<file path="config.mk">
export PLATFORM = sky130hd
export DESIGN_NAME = acc_top
export DESIGN_NICKNAME = d
export VERILOG_FILES = /design/src/acc_pkg.sv /design/src/acc_top.sv
export VERILOG_INCLUDE_DIRS = /design/src /design/src/src
export SDC_FILE = /design/constraint.sdc
export NUM_CORES = 1
export LEC_CHECK = 0
export ABC_AREA = 1
export ABC_CLOCK_PERIOD_IN_PS = 1800
export BUFFER_PORTS_ARGS = -buffer_cell sky130_fd_sc_hd__buf_2
export CORE_MARGIN = 3
export CORE_UTILIZATION = 47
export DETAILED_ROUTE_END_ITERATION = 6
export HOLD_SLACK_MARGIN = 0.06
export PLACE_DENSITY = 0.84
export SLEW_MARGIN = 40
export SYNTH_ARGS = -nofsm -noshare
export SYNTH_HDL_FRONTEND = slang
export SYNTH_SLANG_ARGS = --single-unit
</file>
<file path="constraint.sdc">
create_clock -name pclk -period 1.8 [get_ports pclk]
set_clock_uncertainty 0.05 [all_clocks]
set_input_delay 0.36 -clock pclk [delete_from_list [all_inputs] [get_ports pclk]]
set_output_delay 0.36 -clock pclk [all_outputs]
set_load 0.01 [all_outputs]
</file>
<file path="src/acc_params.svh">
// Offsets, field positions, reset values and counts of the converter control
`ifndef ACC_PARAMS_SVH
`define ACC_PARAMS_SVH

// Register indices; byte address is four times the index
`define ACC_IDX_TRIG      6'h03
`define ACC_IDX_RES_LO    6'h04
`define ACC_IDX_RES_HI    6'h05
`define ACC_IDX_CSRA      6'h06
`define ACC_IDX_CHSEL     6'h07
`define ACC_IDX_IRQ_STAT  6'h08
`define ACC_IDX_IRQ_MASK  6'h09

// Control and status A field positions
`define ACC_CSRA_EN       7
`define ACC_CSRA_START    6
`define ACC_CSRA_ATE      5
`define ACC_CSRA_FLAG     4
`define ACC_CSRA_IE       3

// Event status and mask bit positions
`define ACC_IRQ_DONE      0
`define ACC_IRQ_ABORT     1

// Reset values
`define ACC_CSRA_RST      8'h00
`define ACC_CHSEL_RST     8'h00
`define ACC_TRIG_RST      3'h0
`define ACC_MASK_RST      2'h3

// Conversion lengths in converter clock cycles
`define ACC_FIRST_CYCLES  5'h19
`define ACC_NORMAL_CYCLES 5'h0D

// Selection codes with a fixed meaning
`define ACC_CODE_AGND     6'h20
`define ACC_CODE_BANDGAP  6'h21
`define ACC_CODE_TEMP     6'h22
`define ACC_CODE_OFS0     6'h23

// Analog input numbers seen by the core beyond the eight pins
`define ACC_IN_AGND       4'h8
`define ACC_IN_BANDGAP    4'h9
`define ACC_IN_TEMP       4'hA

`endif

</file>
<file path="src/acc_pkg.sv">
// Types shared by the converter control block and its bench
package acc_pkg;

  // Routing handed to the analog core, latched at conversion start
  typedef struct packed {
    logic [3:0] pos_input;
    logic [3:0] neg_input;
    logic       differential;
    logic       gain_x20;
  } acc_mux_sel_type;

  // Conversion sequencer
  typedef enum logic [0:0] {
    ACC_IDLE    = 1'b0,
    ACC_CONVERT = 1'b1
  } acc_state_type;

endpackage

</file>
<file path="src/acc_top.sv">
// Converter channel, gain and conversion control with an APB register slave
//
// The implementer's own choice: the APB register port.
`timescale 1ns/1ps
`include "acc_params.svh"

module acc_top
(
  input  wire logic                     pclk,
  input  wire logic                     presetn,
  input  wire logic                     psel,
  input  wire logic                     penable,
  input  wire logic                     pwrite,
  input  wire logic [7:0]               paddr,
  input  wire logic [31:0]              pwdata,
  input  wire logic [3:0]               pstrb,
  output      logic [31:0]              prdata,
  output      logic                     pready,
  output      logic                     pslverr,
  input  wire logic                     global_irq_enable,
  input  wire logic                     irq_vector_ack,
  input  wire logic [7:1]               trigger_sources,
  input  wire logic [9:0]               core_result,
  output      logic                     converter_power,
  output      logic                     sample_start,
  output      logic                     conversion_running,
  output      acc_pkg::acc_mux_sel_type core_mux_sel,
  output      logic [1:0]               core_reference_select,
  output      logic                     irq
);
  import acc_pkg::*;

  // Differential pair table, {positive, negative}, for codes 8 to 31
  localparam logic [5:0] PAIRS [12] = '{
    6'h01, 6'h03, 6'h0A, 6'h0B, 6'h13, 6'h1C,
    6'h1D, 6'h1E, 6'h1F, 6'h25, 6'h2E, 6'h37
  };

  function automatic acc_mux_sel_type decode_sel(input logic [5:0] code);
    acc_mux_sel_type s;
    logic [5:0]      pair;
    logic [3:0]      k;
    s    = '0;
    pair = '0;
    k    = 4'(code[4:1] - 4'h4);
    s.neg_input = `ACC_IN_AGND;
    if (code[5:3] == 3'h0)
      s.pos_input = {1'b0, code[2:0]};
    else if (code == `ACC_CODE_AGND)
      s.pos_input = `ACC_IN_AGND;
    else if (code == `ACC_CODE_BANDGAP)
      s.pos_input = `ACC_IN_BANDGAP;
    else if (code == `ACC_CODE_TEMP)
      s.pos_input = `ACC_IN_TEMP;
    else if (code[5:3] == 3'h4)
    begin
      // Same pin on both sides for offset measurement
      s.differential = 1'b1;
      s.gain_x20     = code[0];
      if (code == `ACC_CODE_OFS0)
        s.pos_input = 4'h0;
      else if (code[2:1] == 2'h2)
        s.pos_input = 4'h3;
      else
        s.pos_input = 4'h7;
      s.neg_input = s.pos_input;
    end
    else
    begin
      pair           = PAIRS[k];
      s.differential = 1'b1;
      s.gain_x20     = code[0];
      if (code[5])
      begin
        s.pos_input = {1'b0, pair[2:0]};
        s.neg_input = {1'b0, pair[5:3]};
      end
      else
      begin
        s.pos_input = {1'b0, pair[5:3]};
        s.neg_input = {1'b0, pair[2:0]};
      end
    end
    return s;
  endfunction

  // Registers
  logic            enable_q;
  logic            auto_trig_q;
  logic            done_flag_q;
  logic            done_flag_d;
  logic            irq_en_q;
  logic [2:0]      prescale_q;
  logic [7:0]      chsel_q;
  logic [2:0]      trig_src_q;
  logic [2:0]      trig_src_prev_q;
  logic            trig_prev_q;
  logic            abort_flag_q;
  logic            abort_flag_d;
  logic [1:0]      mask_q;
  logic [9:0]      result_q;
  logic            result_lock_q;
  logic            first_q;
  acc_state_type   state_q;
  logic [4:0]      cycle_q;
  logic [4:0]      length_q;
  logic [6:0]      div_cnt_q;
  logic            sample_start_q;
  acc_mux_sel_type mux_sel_q;
  logic [1:0]      ref_sel_q;

  // Bus decode
  wire        access    = psel & penable;
  wire [5:0]  index     = paddr[7:2];
  wire        aligned   = paddr[1:0] == 2'h0;
  wire        hit_trig  = aligned & (index == `ACC_IDX_TRIG);
  wire        hit_lo    = aligned & (index == `ACC_IDX_RES_LO);
  wire        hit_hi    = aligned & (index == `ACC_IDX_RES_HI);
  wire        hit_csra  = aligned & (index == `ACC_IDX_CSRA);
  wire        hit_chsel = aligned & (index == `ACC_IDX_CHSEL);
  wire        hit_stat  = aligned & (index == `ACC_IDX_IRQ_STAT);
  wire        hit_mask  = aligned & (index == `ACC_IDX_IRQ_MASK);
  wire        mapped    = hit_trig | hit_lo | hit_hi | hit_csra |
                          hit_chsel | hit_stat | hit_mask;
  wire        wr_lane0  = access & pwrite & pstrb[0];
  wire        rd        = access & ~pwrite;
  wire        wr_csra   = wr_lane0 & hit_csra;
  wire        wr_stat   = wr_lane0 & hit_stat;
  wire [7:0]  wbyte     = pwdata[7:0];

  assign pready  = 1'b1;
  assign pslverr = access & ~mapped;

  // Prescaler; codes 0 and 1 both give two
  wire [7:0] div_factor = (prescale_q < 3'h2) ? 8'h02 :
                          8'(8'h01 << prescale_q);
  wire [7:0] div_m1     = 8'(div_factor - 8'h01);
  wire       adc_tick   = enable_q & (div_cnt_q == div_m1[6:0]);

  // Sequencer terms
  wire busy        = state_q == ACC_CONVERT;
  wire conv_end    = busy & adc_tick & (cycle_q == 5'(length_q - 5'h01));
  wire en_next     = wr_csra ? wbyte[`ACC_CSRA_EN] : enable_q;
  // Start written together with enable counts as well
  wire sw_start    = wr_csra & wbyte[`ACC_CSRA_START] &
                     wbyte[`ACC_CSRA_EN];

  // Trigger edge; source zero follows the done flag for free running
  wire [7:0] trig_vec  = {trigger_sources, done_flag_q};
  wire       trig_sig  = trig_vec[trig_src_q];
  wire       to_free   = (trig_src_q == 3'h0) &
                         (trig_src_prev_q != 3'h0);
  wire       trig_edge = trig_sig & ~trig_prev_q & ~to_free;
  wire       hw_start  = auto_trig_q & trig_edge;
  // Starts while busy are dropped, as in the analog core
  wire       start_go  = (sw_start | hw_start) & en_next & ~busy;
  wire       abort     = busy & ~en_next;

  // Done flag: set wins over any of the three clears
  wire flag_clr = irq_vector_ack |
                  (wr_csra & wbyte[`ACC_CSRA_FLAG]) |
                  (wr_stat & wbyte[`ACC_IRQ_DONE]);
  assign done_flag_d  = conv_end | (done_flag_q & ~flag_clr);
  assign abort_flag_d = abort |
                        (abort_flag_q & ~(wr_stat & wbyte[`ACC_IRQ_ABORT]));

  // Result freeze between low and high reads
  wire rd_lo = rd & hit_lo;
  wire rd_hi = rd & hit_hi;

  // Read data
  wire [7:0] csra_rd = {enable_q, busy, auto_trig_q, done_flag_q,
                        irq_en_q, prescale_q};
  wire [7:0] rd_byte =
    hit_trig  ? {5'h00, trig_src_q} :
    hit_lo    ? result_q[7:0] :
    hit_hi    ? {6'h00, result_q[9:8]} :
    hit_csra  ? csra_rd :
    hit_chsel ? chsel_q :
    hit_stat  ? {6'h00, abort_flag_q, done_flag_q} :
    hit_mask  ? {6'h00, mask_q} : 8'h00;
  assign prdata = rd ? {24'h000000, rd_byte} : 32'h00000000;

  // Control and status A
  always_ff @(posedge pclk or negedge presetn)
  begin
    if (!presetn)
    begin
      enable_q    <= 1'(`ACC_CSRA_RST >> `ACC_CSRA_EN);
      auto_trig_q <= 1'b0;
      irq_en_q    <= 1'b0;
      prescale_q  <= 3'(`ACC_CSRA_RST & 8'h07);
    end
    else if (wr_csra)
    begin
      enable_q    <= wbyte[`ACC_CSRA_EN];
      auto_trig_q <= wbyte[`ACC_CSRA_ATE];
      irq_en_q    <= wbyte[`ACC_CSRA_IE];
      prescale_q  <= wbyte[2:0];
    end
  end

  // Other writable registers
  always_ff @(posedge pclk or negedge presetn)
  begin
    if (!presetn)
    begin
      chsel_q    <= `ACC_CHSEL_RST;
      trig_src_q <= `ACC_TRIG_RST;
      mask_q     <= `ACC_MASK_RST;
    end
    else
    begin
      if (wr_lane0 & hit_chsel)
        chsel_q <= wbyte;
      if (wr_lane0 & hit_trig)
        trig_src_q <= wbyte[2:0];
      if (wr_lane0 & hit_mask)
        mask_q <= wbyte[1:0];
    end
  end

  // Flags and trigger history
  always_ff @(posedge pclk or negedge presetn)
  begin
    if (!presetn)
    begin
      done_flag_q     <= 1'b0;
      abort_flag_q    <= 1'b0;
      trig_prev_q     <= 1'b0;
      trig_src_prev_q <= 3'h0;
    end
    else
    begin
      done_flag_q     <= done_flag_d;
      abort_flag_q    <= abort_flag_d;
      trig_prev_q     <= trig_sig;
      trig_src_prev_q <= trig_src_q;
    end
  end

  // Prescaler counter; held in reset while the converter is off
  always_ff @(posedge pclk or negedge presetn)
  begin
    if (!presetn)
      div_cnt_q <= 7'h00;
    else if (!enable_q || adc_tick || start_go)
      div_cnt_q <= 7'h00;
    else
      div_cnt_q <= 7'(div_cnt_q + 7'h01);
  end

  // First-conversion marker, armed while the converter is off or being switched off
  always_ff @(posedge pclk or negedge presetn)
  begin
    if (!presetn)
      first_q <= 1'b1;
    else if (!en_next)
      first_q <= 1'b1;
    else if (start_go)
      first_q <= 1'b0;
  end

  // Conversion sequencer
  always_ff @(posedge pclk or negedge presetn)
  begin
    if (!presetn)
    begin
      state_q  <= ACC_IDLE;
      cycle_q  <= 5'h00;
      length_q <= `ACC_NORMAL_CYCLES;
    end
    else
    begin
      case (state_q)
        ACC_IDLE:
        begin
          if (start_go)
          begin
            state_q  <= ACC_CONVERT;
            cycle_q  <= 5'h00;
            length_q <= first_q ? `ACC_FIRST_CYCLES :
                                  `ACC_NORMAL_CYCLES;
          end
        end
        ACC_CONVERT:
        begin
          if (abort || conv_end)
            state_q <= ACC_IDLE;
          else if (adc_tick)
            cycle_q <= 5'(cycle_q + 5'h01);
        end
        default:
          state_q <= ACC_IDLE;
      endcase
    end
  end

  // Selection latched only at start, so later writes wait their turn
  always_ff @(posedge pclk or negedge presetn)
  begin
    if (!presetn)
    begin
      mux_sel_q      <= '0;
      ref_sel_q      <= 2'h0;
      sample_start_q <= 1'b0;
    end
    else
    begin
      sample_start_q <= start_go;
      if (start_go)
      begin
        mux_sel_q <= decode_sel(chsel_q[5:0]);
        ref_sel_q <= chsel_q[7:6];
      end
    end
  end

  // Result capture, frozen between a low read and a high read
  always_ff @(posedge pclk or negedge presetn)
  begin
    if (!presetn)
    begin
      result_q      <= 10'h000;
      result_lock_q <= 1'b0;
    end
    else
    begin
      if (conv_end && !result_lock_q)
        result_q <= core_result;
      if (rd_hi)
        result_lock_q <= 1'b0;
      else if (rd_lo)
        result_lock_q <= 1'b1;
    end
  end

  assign converter_power       = enable_q;
  assign conversion_running    = busy;
  assign sample_start          = sample_start_q;
  assign core_mux_sel          = mux_sel_q;
  assign core_reference_select = ref_sel_q;
  assign irq = (done_flag_q & irq_en_q & global_irq_enable &
                mask_q[`ACC_IRQ_DONE]) |
               (abort_flag_q & mask_q[`ACC_IRQ_ABORT]);

endmodule
</file>
==> results.tsv <==
metric	value	unit
outcome	complete, but fails checks	
violations	negative setup slack	
dr.first_iter.drc_count	220	
syn-cell-area	3949	um^2
row_count	32	
cpPeakStageDelay	0.16	ns
hp-class	primary input to flop	
root_buffer	clkbuf_8	
clk_latency	0.34	ns
crit_path_top_delay_cell	buf_12	
drv_slew	0	
final.min_clock_period	1.938	ns
nNetsFinal	700	
die_h	97.66	um
drv_cap	0	
cts.clk_slew.worst_paths	0.07	ns
drc	0	
fin_tns_setup	-2.281	ns
ioPinCount	118	
track_usage	21.01	%
netlist.top_cell.by_area	dfrtp_1	
p_seq_share	45.5	%
ys_seq_elements	65	
grt_pass1_vias	3729	
ant_nets	0	
die_w	97.66	um
rsz0062_at_grt	yes	
routabilityCongestion	0.9242	
switchingPower	846.9	uW
dieArea	9537	um^2
switching_share	25.48	%
drt-pass1-iter-count	4	
setup_viol	24	
antenna_found_initial	0	
num_vias	3745	
vias_per_cell	5.123	
setup_slack	-0.1384	ns
cts-htree-levels	3	
dp_slack	-0.2468	ns
diodes	0	
syn_to_final_growth	27.66	%
synth.most_common_cell	nand2_1	
synth_flop_cell	dfrtp_1	
ys_types	42	
routed_wirelength	9.946	mm
path_cells	buf_6, nor2_4, inv_2, nor2_4, inv_2, nor3_4, buf_12, a21oi_1, nand4_1, nand2_1, inv_1, buf_2	
dp_hpwl	7.297	mm
port-buffer-count	65	
crit_fanout	10	
core_area	7928	um^2
synth-warning-count	0	
ir_drop	484.4	uV
grt_start_max_net_pins	49	
start_util	49.81	%
fin_hold_ws	0.1984	ns
globalRoute.totalOverflow	0	
p_comb_share	11.6	%
r2r_slack	-0.11	ns
syn_inst	519	
cts_tree	built	
worst_setup_path_start_kind	primary input	
seq_area_frac_synth	41.32	%
n_fill_cell	661	
netlist_top_cells_area	dfrtp_1, nand2_1, inv_1, buf_4, nor2_1	
fmax	515.9	MHz
cp.arrival	1.53	ns
cp-end-kind	output pin	
p_clk_share	42.9	%
cts.sinks	65	
final_layout_size_suffix_gt1_share	34.02	%
synth-edff-count	0	
cts_buffer_depth	2	
crit_type	primary input to output pin	
finalPower	3.324	mW
p_per_area	659.4	nW/um^2
synth_top_area_share	38.66	%
grt_pass1_wl	16.68	mm
numCtsBuffers	9	
fin_util	63.59	%
syn_area_per_cell	7.608	um^2
hold_violations	0	
wl_per_cell	13.61	um
async_flop_share	100.0	%
synth_common_cells	nand2_1, inv_1, dfrtp_1, nor2_1, o21ai_0	
leakage	2.584	nW
worst_ep_required_time	1.39	ns
fin_crit_sh	107.7	%
p_int	2.477	mW
==> cells in the final DEF, fill, tap and decap left out, types with 20 or more instances in the layout <==
cell     Yosys  final
conb_1       2     25
o21ai_2     18     20
nand2_1    131    113
nand3_1     32     28
buf_2        0     63
inv_1       71     62
nor2_1      52     44
o21ai_0     38     30
buf_4       26     30
dfrtp_1     61     56
==> layout make-up <==
class | instances | area (um^2) | share of cell area [%]
Clock buffer | 11 | 151.4 | 3.003
Clock inverter | 5 | 77.57 | 1.539
Inverter | 75 | 286.5 | 5.684
Multi-Input combinational cell | 373 | 2125 | 42.14
Sequential cell | 65 | 1638 | 32.49
Tap cell | 102 | 127.6 | 2.532
Timing Repair Buffer | 100 | 635.6 | 12.61
==> state kept, by name, indices dropped and copies added (netlist names), 2 cells and up <==
| signal | flops |
|---|---|
| mask_q | 2 |
| core_mux_sel | 10 |
| prescale_q | 3 |
| core_reference_select | 2 |
| cycle_q | 5 |
| length_q | 2 |
| div_cnt_q | 7 |
| chsel_q | 8 |
| result_q | 10 |
| trig_src_prev_q | 3 |
| trig_src_q | 3 |
==> routing by layer <==
metal / vias up / wire length, um / global-route usage (%)
met3: 28 / 520 / 4.092
met1: 1782 / 4134 / 26.19
met4: 0 / 248 / 8.413
met2: 122 / 5043 / 35.69
li1: 1813 / - / -
met5: - / 0 / 0
==> worst paths after layout <==
kind / startpoint / endpoint / depth (start not counted)
setup reg to reg: cycle_q[1] / result_q[7] / 9
max in group asynchronous: presetn / mask_q[1] / 3
hold / removal: core_result[3] / result_q[3] / 3
hold reg to reg: trig_src_q[1] / trig_src_prev_q[1] / 0
min in group asynchronous: presetn / cycle_q[3] / 2
setup / recovery: paddr[7] / prdata[0] / 12
==> worst max-delay path, delay by kind of cell <==
family	cells	cell delay, ns
AO/OA/AOI/OAI	1	0.09
buffers and inverters	6	0.54
AND/OR/NAND/NOR	5	0.53
==> through the flow <==
step	instances	instance area [um^2]
global placement	710	4533
detailed placement	710	4533
CTS	728	4882
global route	731	5041
floorplan	542	4055
finish	731	5041
==> kinds of logic after synthesis <==
group	after synthesis	synth area share, %
AO/OA/AOI/OAI	86	13.56
flip-flops	65	41.32
buffers and inverters	107	13.40
adder cells (fa/ha/maj)	8	2.535
XOR/XNOR	8	1.774
other	2	0.1902
AND/OR/NAND/NOR	243	27.22
==> power by group through the flow <==
stage	registers, mW	clock network (mW)	logic [mW]
4_1_cts	1.51	1.44	0.364
2_1_floorplan	1.53	0	0.245
5_1_grt	1.52	1.51	0.433
3_5_place_dp	1.54	0	0.347
3_3_place_gp	1.53	0	0.333
6_report	1.51	1.43	0.385
==> timing repair <==
action,4_1_cts,5_1_grt
endpoints found under the setup margin,24,48
pin swaps,9,9
hold buffers,1,0
resized for setup,32,44
cloned,1,2
endpoints found under the hold margin,17,0
setup buffers,0,1
Note: power is estimated with default switching activity, not from simulation.
